File: src/aoe_pkg.sv
`default_nettype none

package aoe_pkg;

  // Input units: half metres for dimensions, decimetres for antenna offsets
  localparam int DIM_W        = 10;
  localparam int LAT_DIST_W   = 8;
  localparam int LON_DIST_W   = 10;

  // Field widths and positions inside the ME field
  localparam int SIZE_W       = 4;
  localparam int LAT_W        = 3;
  localparam int LAT_MAG_W    = 2;
  localparam int LON_W        = 5;
  localparam int SIZE_ME_MSB  = 21;
  localparam int SIZE_ME_LSB  = 24;
  localparam int LAT_DIR_ME   = 33;
  localparam int LAT_MAG_MSB  = 34;
  localparam int LAT_MAG_LSB  = 35;
  localparam int LON_ME_MSB   = 36;
  localparam int LON_ME_LSB   = 40;

  // Size category codes
  localparam int                NUM_SIZE_CODES = 15;
  localparam logic [SIZE_W-1:0] SIZE_NO_DATA   = 4'h0;
  localparam logic [SIZE_W-1:0] SIZE_OVERSIZE  = 4'hf;

  // Upper bounds per category 1..15 in half metres (index 0 unused)
  localparam logic [DIM_W-1:0] LEN_BOUND_HM [0:15] = '{
    10'h000, 10'h01e, 10'h032, 10'h032, 10'h046, 10'h046, 10'h05a, 10'h05a,
    10'h06e, 10'h06e, 10'h082, 10'h082, 10'h096, 10'h096, 10'h0aa, 10'h0aa};
  localparam logic [DIM_W-1:0] WID_BOUND_HM [0:15] = '{
    10'h000, 10'h02e, 10'h039, 10'h044, 10'h042, 10'h04c, 10'h04f, 10'h05a,
    10'h05a, 10'h068, 10'h077, 10'h086, 10'h091, 10'h0a0, 10'h0a0, 10'h0b4};

  // Offset quantisation: 2 m steps, rounded at half a step (1 m)
  localparam int OFFSET_RES_M  = 2;
  localparam int OFFSET_STEP_DM = OFFSET_RES_M * 10;
  localparam int OFFSET_HALF_DM = OFFSET_STEP_DM / 2;
  localparam int LAT_MAX_M      = 6;
  localparam int LON_MAX_M      = 60;
  localparam int LAT_MAX_STEPS  = LAT_MAX_M / OFFSET_RES_M;
  localparam int LON_MAX_STEPS  = LON_MAX_M / OFFSET_RES_M;

  // Lateral codes
  localparam logic             LAT_DIR_LEFT  = 1'b0;
  localparam logic             LAT_DIR_RIGHT = 1'b1;
  localparam logic [LAT_W-1:0] LAT_NO_DATA   = 3'h0;
  localparam logic [LAT_W-1:0] LAT_ZERO      = 3'h4;

  // Longitudinal codes
  localparam logic [LON_W-1:0] LON_NO_DATA   = 5'h00;
  localparam logic [LON_W-1:0] LON_APPLIED   = 5'h01;
  localparam logic [LON_W-1:0] LON_CODE_BIAS = 5'h01;
  localparam logic [LON_W-1:0] LON_MIN_CODE  = 5'h02;

endpackage : aoe_pkg

`default_nettype wire

File: src/aoe_size_offset_enc.sv
// Operation
// - Length over 85 m or width over 90 m gives size category 15.
// - Pick smallest category whose length and width bounds both cover the aircraft.
// - Size category is four ME bits 21..24; zero means no data.
// - Each category below 15 means dimensions at or below its upper bounds.
// - Separate lateral and longitudinal antenna offset fields are produced.
// - Both offset magnitudes are quantised in 2 metre steps.
// - Lateral field is direction bit 33 (right=1) then magnitude bits 34..35.
// - Lateral magnitude codes 1, 2, 3 mean 2, 4, 6 metres to the nearest step.
// - Lateral offsets beyond 6 m saturate to the 6 m code.
// - Lateral 000 means no data, 100 means zero offset.
// - Offsets round to the nearest 2 m step, tolerance 1 m; a longitudinal offset under 1 m goes out as the 2 m code.
// - Longitudinal field is ME bits 36..40; 0 no data, 1 sensor-applied.
// - Longitudinal codes 2..31 are offset metres divided by two plus one.
// - Longitudinal offsets beyond 60 m saturate to code 31.
`default_nettype none

module aoe_size_offset_enc (
  input  wire logic                            clock_i,
  input  wire logic                            rst_n_i,
  input  wire logic                            dim_valid_i,
  input  wire logic [aoe_pkg::DIM_W-1:0]       length_hm_i,
  input  wire logic [aoe_pkg::DIM_W-1:0]       width_hm_i,
  input  wire logic                            lat_valid_i,
  input  wire logic                            lat_right_i,
  input  wire logic [aoe_pkg::LAT_DIST_W-1:0]  lat_dist_dm_i,
  input  wire logic                            lon_valid_i,
  input  wire logic                            lon_applied_i,
  input  wire logic [aoe_pkg::LON_DIST_W-1:0]  lon_dist_dm_i,
  output logic      [aoe_pkg::SIZE_W-1:0]      size_code_o,
  output logic      [aoe_pkg::LAT_W-1:0]       lat_code_o,
  output logic      [aoe_pkg::LON_W-1:0]       lon_code_o,
  output logic                                 size_over_o,
  output logic                                 lat_sat_o,
  output logic                                 lon_sat_o
);

  logic [aoe_pkg::NUM_SIZE_CODES:1] fits;
  logic [aoe_pkg::LAT_MAG_W-1:0]    lat_steps;
  logic                             lat_over;
  logic [aoe_pkg::LON_W-1:0]        lon_steps;
  logic                             lon_over;

  logic [aoe_pkg::SIZE_W-1:0] size_d, size_q;
  logic [aoe_pkg::LAT_W-1:0]  lat_d, lat_q;
  logic [aoe_pkg::LON_W-1:0]  lon_d, lon_q;
  logic                       size_over_d, size_over_q;
  logic                       lat_sat_d, lat_sat_q;
  logic                       lon_sat_d, lon_sat_q;

  // One fit test per category: both dimensions at or under its bounds
  for (genvar c = 1; c <= aoe_pkg::NUM_SIZE_CODES; c++) begin : g_fit
    assign fits[c] = (length_hm_i <= aoe_pkg::LEN_BOUND_HM[c]) &&
                     (width_hm_i  <= aoe_pkg::WID_BOUND_HM[c]);
  end

  // Lateral magnitude: nearest 2 m step, capped at 6 m
  aoe_offset_quant #(
    .DIST_W    (aoe_pkg::LAT_DIST_W),
    .OUT_W     (aoe_pkg::LAT_MAG_W),
    .STEP      (aoe_pkg::OFFSET_STEP_DM),
    .HALF      (aoe_pkg::OFFSET_HALF_DM),
    .MAX_STEPS (aoe_pkg::LAT_MAX_STEPS)
  ) u_lat_quant (
    .dist_i  (lat_dist_dm_i),
    .steps_o (lat_steps),
    .sat_o   (lat_over)
  );

  // Longitudinal magnitude: nearest 2 m step, capped at 60 m
  aoe_offset_quant #(
    .DIST_W    (aoe_pkg::LON_DIST_W),
    .OUT_W     (aoe_pkg::LON_W),
    .STEP      (aoe_pkg::OFFSET_STEP_DM),
    .HALF      (aoe_pkg::OFFSET_HALF_DM),
    .MAX_STEPS (aoe_pkg::LON_MAX_STEPS)
  ) u_lon_quant (
    .dist_i  (lon_dist_dm_i),
    .steps_o (lon_steps),
    .sat_o   (lon_over)
  );

  // Size category: lowest fitting code wins, so the larger bound decides
  always_comb begin
    size_d      = aoe_pkg::SIZE_OVERSIZE;
    size_over_d = 1'b0;
    if (!dim_valid_i) begin
      size_d = aoe_pkg::SIZE_NO_DATA;
    end else begin
      // Scan from the top so the last hit is the smallest code
      for (int c = aoe_pkg::NUM_SIZE_CODES; c >= 1; c--) begin
        if (fits[c]) begin
          size_d = aoe_pkg::SIZE_W'(c);
        end
      end
      size_over_d = !fits[aoe_pkg::NUM_SIZE_CODES];
    end
  end

  // Lateral field: direction bit above a two-bit magnitude
  always_comb begin
    lat_d     = aoe_pkg::LAT_NO_DATA;
    lat_sat_d = 1'b0;
    if (lat_valid_i) begin
      if (lat_steps == '0) begin
        // A zero offset has no side; it always goes out as right-zero
        lat_d = aoe_pkg::LAT_ZERO;
      end else begin
        lat_d = {lat_right_i, lat_steps};
      end
      lat_sat_d = lat_over;
    end
  end

  // Longitudinal field: sensor-applied flag overrides the distance
  always_comb begin
    lon_d     = aoe_pkg::LON_NO_DATA;
    lon_sat_d = 1'b0;
    if (lon_valid_i) begin
      if (lon_applied_i) begin
        lon_d = aoe_pkg::LON_APPLIED;
      end else if (lon_steps == '0) begin
        // Code 1 is taken, so an offset under 1 m goes out as the 2 m code
        lon_d = aoe_pkg::LON_MIN_CODE;
      end else begin
        lon_d     = lon_steps + aoe_pkg::LON_CODE_BIAS;
        lon_sat_d = lon_over;
      end
    end
  end

  // Output registers: every field holds its no-data code out of reset
  always_ff @(posedge clock_i or negedge rst_n_i) begin
    if (!rst_n_i) begin
      size_q      <= aoe_pkg::SIZE_NO_DATA;
      lat_q       <= aoe_pkg::LAT_NO_DATA;
      lon_q       <= aoe_pkg::LON_NO_DATA;
      size_over_q <= 1'b0;
      lat_sat_q   <= 1'b0;
      lon_sat_q   <= 1'b0;
    end else begin
      size_q      <= size_d;
      lat_q       <= lat_d;
      lon_q       <= lon_d;
      size_over_q <= size_over_d;
      lat_sat_q   <= lat_sat_d;
      lon_sat_q   <= lon_sat_d;
    end
  end

  // Field MSB is the first ME bit of each field (21, 33, 36)
  assign size_code_o = size_q;
  assign lat_code_o  = lat_q;
  assign lon_code_o  = lon_q;
  assign size_over_o = size_over_q;
  assign lat_sat_o   = lat_sat_q;
  assign lon_sat_o   = lon_sat_q;

endmodule // aoe_size_offset_enc

`default_nettype wire

File: src/aoe_offset_quant.sv
`default_nettype none

// Rounds a distance to whole steps and saturates at a largest step count
module aoe_offset_quant #(
  parameter int DIST_W    = 8,
  parameter int OUT_W     = 2,
  parameter int STEP      = 20,
  parameter int HALF      = 10,
  parameter int MAX_STEPS = 3
) (
  input  wire logic [DIST_W-1:0] dist_i,
  output logic      [OUT_W-1:0]  steps_o,
  output logic                   sat_o
);

  logic [DIST_W:0] sum;
  logic [DIST_W:0] quot;

  // Adding half a step before the divide gives nearest-step rounding
  always_comb begin
    sum     = {1'b0, dist_i} + (DIST_W+1)'(HALF);
    quot    = sum / (DIST_W+1)'(STEP);
    sat_o   = quot > (DIST_W+1)'(MAX_STEPS);
    steps_o = sat_o ? OUT_W'(MAX_STEPS) : quot[OUT_W-1:0];
  end

endmodule // aoe_offset_quant

`default_nettype wire

File: config.mk
export PLATFORM = sky130hd
export DESIGN_NAME = aoe_size_offset_enc
export DESIGN_NICKNAME = d
export VERILOG_FILES = /design/src/aoe_pkg.sv /design/src/aoe_size_offset_enc.sv /design/src/aoe_offset_quant.sv
export SDC_FILE = /design/constraint.sdc
export NUM_CORES = 1
export LEC_CHECK = 0
export ABC_AREA = 0
export BUFFER_PORTS_ARGS = -buffer_cell sky130_fd_sc_hd__clkbuf_2
export CORE_MARGIN = 8
export CORE_UTILIZATION = 50
export DETAILED_ROUTE_END_ITERATION = 8
export PLACE_DENSITY = 0.81
export SYNTH_ARGS = -nofsm -noshare
export SYNTH_HDL_FRONTEND = slang
export SYNTH_SLANG_ARGS = --single-unit
File: constraint.sdc
create_clock -name clock_i -period 1.07 [get_ports clock_i]
set_clock_uncertainty 0.15 [all_clocks]
set_input_delay 0.0535 -clock clock_i [delete_from_list [all_inputs] [get_ports clock_i]]
set_output_delay 0.0535 -clock clock_i [all_outputs]
set_load 0.01 [all_outputs]
==> results of run 1 <==
[per-layer routing]
layer	GRT overflow	track usage [%]
met5	0	15.0
met3	0	33.9
met4	0	49.8
met1	0	58.5
met2	1	75.9
[cell families after synthesis]
group                    Yosys count
adder cells (fa/ha/maj)            9
AND/OR/NAND/NOR                  211
XOR/XNOR                          16
buffers and inverters             35
AO/OA/AOI/OAI                    163
flip-flops                        15
multiplexers                       6
[stage by stage]
| step | hold WS [ps] | area (µm²) | instances | worst slack, ps | setup TNS, ps |
|---|---|---|---|---|---|
| after floorplan | -392 | 3490 | 455 | -3710 | -26250 |
| after global placement | -174 | 5040 | 744 | -3870 | -30330 |
| after detailed placement | -161 | 5040 | 744 | -4140 | -32730 |
| after CTS | 90.3 | 5790 | 779 | -3700 | -27160 |
[Yosys cell counts, drive strengths merged (3+ instances only)]
master / count / area, µm²
nor2: 50 / 188
a21bo: 3 / 30.0
or2: 7 / 43.8
dfrtp: 15 / 375
a211oi: 8 / 90.1
nor3b: 4 / 30.0
a22oi: 3 / 22.5
buf: 11 / 65.1
and4: 4 / 37.5
o2111a: 3 / 33.8
or3: 10 / 72.6
o31ai: 3 / 22.5
nand2b: 12 / 75.1
o2111ai: 3 / 32.5
o211ai: 4 / 30.0
nor4: 5 / 37.5
a21o: 5 / 38.8
inv: 8 / 30.0
a21oi: 35 / 186
a211o: 3 / 26.3
and3: 7 / 48.8
xnor2: 9 / 86.3
o32ai: 3 / 33.8
mux2i: 4 / 52.6
nand4: 8 / 50.1
nor2b: 9 / 56.3
a32oi: 6 / 52.6
o21a: 3 / 23.8
nand3: 20 / 105
ha: 7 / 87.6
and2: 6 / 37.5
a31oi: 10 / 83.8
o21ai: 39 / 195
nand2: 45 / 169
xor2: 7 / 61.3
clkbuf: 16 / 60.1
nor3: 15 / 75.1
[timing repair]
item | in CTS
endpoints found under the hold margin | 27
hold buffers | 6
resized for setup | 90
setup buffers | 27
setup endpoints to repair | 15
cloned | 0
pin swaps | 48
==> flow_summary.yaml, run 1 <==
floorplanning:
  initial_core_util_pct: 50.8
  rows: 29
  io_pins: 60
  die_w_um: 95.7
  fp.dieH_um: 95.7
yosys:
  yosysSeqAreaShare_pct: 11.8
  yosys.area_share.xor_xnor_pct: 4.65
  synth_compound_area_share_pct: 38.0
  synth-adder-area-share_pct: 3.39
  synth_edf_count: 0
  synthSimpleGateAreaFrac_pct: 34.9
  synth_top_family_by_area: "compound AO/OA/AOI/OAI gates"
  syn_inst: 455
  synthesis.nets: 507
  synth_seq_cells: 15
  synth.avg_cell_area_um2: 6.97
  synth_cell_type_count: 92
  synthFlopType: "dfrtp_1"
  synthArstFlopShare_pct: 100
  yosysWarnings: 0
  muxShareOfSynthArea_pct: 2.37
  netlist_area_um2: 3170
clock_network:
  ctsLongestPathBuffers: 2
  root_buffer: "clkbuf_8"
  cts_made_buffers: 3
  numClockSinks: 15
  h-tree-depth: 1
status:
  firstError: "[ERROR GRT-0116] Global routing finished with congestion. Check the congestion regions in the DRC Viewer."
  outcome: "stopped before the end"
  stop_stage: "5_1_grt"
grt:
  grt_overflow: 1
  grt_max_degree: 16
  groute.usage.overall_pct: 56.0
  grt_pass1_wl_um: 39000
  grt_pass1_vias: 6836
placement:
  dp_hpwl_um: 10900
  portBuffers: 59
  place.gp.congestion: 1.03
==> run 2: changes to the inputs <==
- CORE_UTILIZATION: 50 -> 35
- PLACE_DENSITY: 0.81 -> default
- PLACE_DENSITY_LB_ADDON: default -> 0.15
==> flow_summary.yaml, run 2 <==
route:
  wl_um: 12200
  drt_iter0_markers: 196
  vias: 4455
  ant_nets: 0
  drc: 0
  wire_per_inst_um: 15.1
  vias_per_cell: 5.53
  drt_pass1_iterations: 5
placement:
  place_area_um2: 5030
  dp_hpwl_um: 9450
  place.gp.congestion: 0.990
  portBuffers: 59
  place_ws_ps: -4040
  dpl.cell_count: 771
grt:
  grt_max_degree: 16
  antenna_found_initial: 0
  groute.usage.overall_pct: 18.7
  grt_pass1_vias: 4589
  grt_pass1_wl_um: 20400
  grt_overflow: 0
floorplanning:
  core-area_um2: 8760
  rows: 34
  io_pins: 60
  initial_core_util_pct: 36.2
  die_w_um: 111
  fp.dieH_um: 111
  die_area_um2: 12400
yosys:
  yosysWarnings: 0
  synth.avg_cell_area_um2: 6.97
  yosys.area.top_type: "dfrtp_1"
  synth_area_leaders: "dfrtp_1, nor2_1, a21oi_1"
  synth_seq_cells: 15
  yosysSeqAreaShare_pct: 11.8
  syn_inst: 455
  synth_top_area_share_pct: 11.8
  synth_common_cells: "nor2_1, nand2_1, a21oi_1, o21ai_0, nand3_1"
  synthFlopType: "dfrtp_1"
  synth.most_common_cell: "nor2_1"
  netlist_area_um2: 3170
  synth_cell_type_count: 92
  synth_edf_count: 0
  synthesis.nets: 507
  synthArstFlopShare_pct: 100
clock_network:
  root_buffer: "clkbuf_8"
  ctsLongestPathBuffers: 2
  h-tree-depth: 1
  cts_tree: "yes"
  numClockSinks: 15
  clk_pin_slew_worst_paths_ps: 60
  cts_made_buffers: 3
final_layout:
  mostFrequentLayoutCell: "buf_4"
  antennaDiodeCount: 0
  drive_gt1_share_pct: 53.5
  fin_cells: 805
  layout_common_cells: "buf_4, clkbuf_2, nor2_1, nand2_1, a21oi_1"
  syn2layout_area_growth_pct: 78.6
  largest_reg_flops: 5
  nNetsFinal: 750
  fin_area_um2: 5670
  n_fill_cell: 765
power:
  vdd_drop_max_v: 0.000906
  powerDensity_nw_per_um2: 886
  leakagePower_uw: 0.00252
timing:
  maxSlewHeadroom_pct: 64.8
  hold_viol_final: 0
  worst_pin_slew_ps: 523
  holdWs_ps: 31.1
  setup_viol: 15
  min_period_ps: 4850
  rsz0062_at_grt: "yes"
  final-max-slew-violation-count: 0
  period_share_pct: 453
  setup_slack_ps: -3780
  max_freq_mhz: 206
setup_path:
  crit_required_ps: 1090
  path_class: "primary input to flop"
  startpoint_type: "primary input"
  critPathCaptureType: "flop"
  crit_fanout: 6
  arrival_ps: 4860
status:
  outcome: "finished with violations"
  violations: "negative setup slack"
run:
  drv_cap: 0
worst_hold_path:
  worstHoldPathCells: 4
  hold_path_class: "primary input to flop"
==> run 2: report_power, final <==
group | switching (µW) | internal, µW
sequential | 22.7 | 632
clock | 206 | 258
combinational | 1890 | 2010
==> run 2: layer usage <==
layer  global-route usage (%)  part of all wire [%]
met1                     21.5                    42
met4                     6.13                   2.2
met3                     1.84                   3.0
met2                     34.7                    53
met5                        0                     0
==> run 2: logic make-up after synthesis <==
family | share of synthesized area (%)
buf+inv | 4.89
simple gates | 34.9
flops | 11.8
fa+ha+maj | 3.39
compound gates | 38.0
xor+xnor | 4.65
mux | 2.37
==> run 2: final timing paths <==
| check | startpoint | endpoint | slack [ps] |
|---|---|---|---|
| worst max-delay path | lon_dist_dm_i[2] | lon_code_o[3] | -3780 |
| min in group asynchronous | rst_n_i | size_over_o | 100 |
| worst min-delay path | lon_valid_i | lon_sat_o | 30 |
| max in group asynchronous | rst_n_i | lon_code_o[4] | 390 |
==> run 2: worst max-delay path: stages <==
cell and delay (ps):
buf_8 100, ha_4 180, buf_6 130, o2111a_2 300, o221a_1 280, o2111ai_2 240
nand3b_1 210, buf_4 200, buf_6 120, o32a_1 400, buf_4 170, nand3_4 100
and4_4 260, o32ai_4 100, a211oi_4 280, and2_4 220, a31oi_1 80, or3_1 320
and4_4 210, a211oi_4 260, inv_2 70, ha_4 150, nand4_1 80, nand2b_1 80
nand2b_4 140, a211oi_2 130
==> run 2: layout make-up <==
type | count | area [µm²] | share of cell area, %
Tap cell | 108 | 135 | 2.38
Timing Repair Buffer | 265 | 1940 | 34.2
Sequential cell | 15 | 375 | 6.62
Inverter | 8 | 30.0 | 0.530
Clock inverter | 1 | 5.00 | 0.0883
Multi-Input combinational cell | 405 | 3140 | 55.5
Clock buffer | 3 | 41.3 | 0.728
==> run 2: metrics by stage <==
step / setup TNS [ps] / power, µW / utilization [%]
finish: -27000 / 5020 / 64.7
global route: -29160 / 5410 / 64.7
CTS: -26570 / 4810 / 62.8
detailed placement: -31700 / 3960 / 57.5
global placement: -30830 / 3920 / 57.5
floorplan: -26250 / 2530 / -
==> run 2: timing repair <==
| item | in CTS | in global routing |
|---|---|---|
| hold buffers | 6 | 0 |
| endpoints found under the setup margin | 15 | 15 |
| pin swaps | 21 | 15 |
| hold endpoints to repair | 25 | 0 |
| resized for setup | 51 | 36 |
| gates cloned | 0 | 0 |
| setup buffers | 19 | 6 |
Note: power is estimated with default switching activity, not from simulation.
==> run 3: changes to the inputs <==
- TNS_END_PERCENT: default -> 1
==> flow_summary.yaml, run 3 (synthesis results as in run 2) <==
clock_network:
  root_buffer: "clkbuf_8"
  numClockSinks: 15
  cts_made_buffers: 3
  clk_pin_slew_worst_paths_ps: 60
  cts_tree: "yes"
  h-tree-depth: 1
  ctsLongestPathBuffers: 2
final_layout:
  drive_gt1_share_pct: 51.6
  n_fill_cell: 791
  antennaDiodeCount: 0
  syn2layout_area_growth_pct: 72.8
  layout_common_cells: "buf_4, clkbuf_2, nor2_1, nand2_1, a21oi_1"
  largest_reg_flops: 5
  fin_area_um2: 5480
  fin_cells: 790
  multi_input_area_um2: 3120
  mostFrequentLayoutCell: "buf_4"
  ff_latch_area_um2: 375
  final_util_pct: 62.6
  nNetsFinal: 735
setup_path:
  max_stage_delay_ps: 360
  cp_slowest_cell: "or3_4"
  path_class: "primary input to flop"
  critPathCaptureType: "flop"
  cpMostUsedCell: "buf_4"
  crit_fanout: 6
  startpoint_type: "primary input"
  arrival_ps: 4840
  crit_required_ps: 1090
route:
  ant_nets: 0
  vias: 4497
  wl_um: 12300
  vias_per_cell: 5.69
  drc: 0
  drt_pass1_iterations: 4
  drt_iter0_markers: 302
  wire_per_inst_um: 15.5
timing:
  period_share_pct: 450
  hold_viol_final: 0
  min_period_ps: 4820
  setup_slack_ps: -3750
  max_freq_mhz: 208
  setup_viol: 15
  holdWs_ps: 32.5
  maxSlewHeadroom_pct: 69.4
  final-max-slew-violation-count: 0
  worst_pin_slew_ps: 460
  rsz0062_at_grt: "yes"
grt:
  groute.usage.overall_pct: 18.3
  grt_pass1_wl_um: 20100
  grt_overflow: 0
  antenna_found_initial: 0
  grt_pass1_vias: 4406
  grt_max_degree: 16
run:
  drv_cap: 0
floorplanning:
  initial_core_util_pct: 36.2
  rows: 34
  die_area_um2: 12400
  die_w_um: 111
  fp.dieH_um: 111
  io_pins: 60
  core-area_um2: 8760
placement:
  place_area_um2: 4850
  portBuffers: 59
  dp_hpwl_um: 9330
  place.gp.congestion: 0.947
  dpl.cell_count: 763
  place_ws_ps: -4100
status:
  outcome: "finished with violations"
  violations: "negative setup slack"
power:
  vdd_drop_max_v: 0.000463
  leakagePower_uw: 0.00245
  powerDensity_nw_per_um2: 877
worst_hold_path:
  hold_path_class: "primary input to flop"
-- run 3: per-layer routing --
layer,routed length [µm],GRT usage [%],vias to the layer above,part of all wire [%]
met5,0,0,-,0
met4,200,5.24,0,1.6
met3,546,1.46,26,4.4
met2,6170,32.0,165,50
met1,5360,23.0,2120,44
li1,-,-,2186,-
-- run 3: final timing paths --
kind | startpoint | to | depth (start not counted)
max in group asynchronous | rst_n_i | lat_code_o[2] | 2
hold / removal | width_hm_i[6] | size_over_o | 3
min in group asynchronous | rst_n_i | size_code_o[1] | 2
setup / recovery | lon_dist_dm_i[2] | lon_code_o[3] | 28
-- run 3: layout make-up --
type	count	share of cell area, %
Clock buffer	3	0.753
Clock inverter	1	0.0913
Inverter	8	0.548
Multi-Input combinational cell	405	57.0
Sequential cell	15	6.85
Tap cell	108	2.47
Timing Repair Buffer	250	32.3
-- run 3: where the power goes --
part,internal [µW],switching [µW],total (µW)
logic,1860,1830,3700
registers,631,17.8,649
clock network,258,202,460
total,2750,2050,4810
-- run 3: stage by stage --
| stage | setup TNS (ps) | total power (µW) |
|---|---|---|
| finish | -27470 | 4810 |
| detailed placement | -34170 | 3860 |
| CTS | -27770 | 4630 |
| floorplan | -29180 | 2440 |
| global placement | -33410 | 3820 |
| global route | -29480 | 5150 |
-- run 3: what timing repair did --
action,CTS,global route
pin swaps,38,13
resized for setup,53,40
setup buffers,14,3
endpoints found under the setup margin,15,15
hold endpoints to repair,27,0
hold buffers,6,0
cloned,0,0
-- run 3: critical path, delay by kind of cell --
kind	cells	cell delay, ps
buffers and inverters	6	780
and+or+nand+nor	10	1740
muxes	1	80
AOI/OAI and AO/OA	9	1820
adders and majority gates	2	340
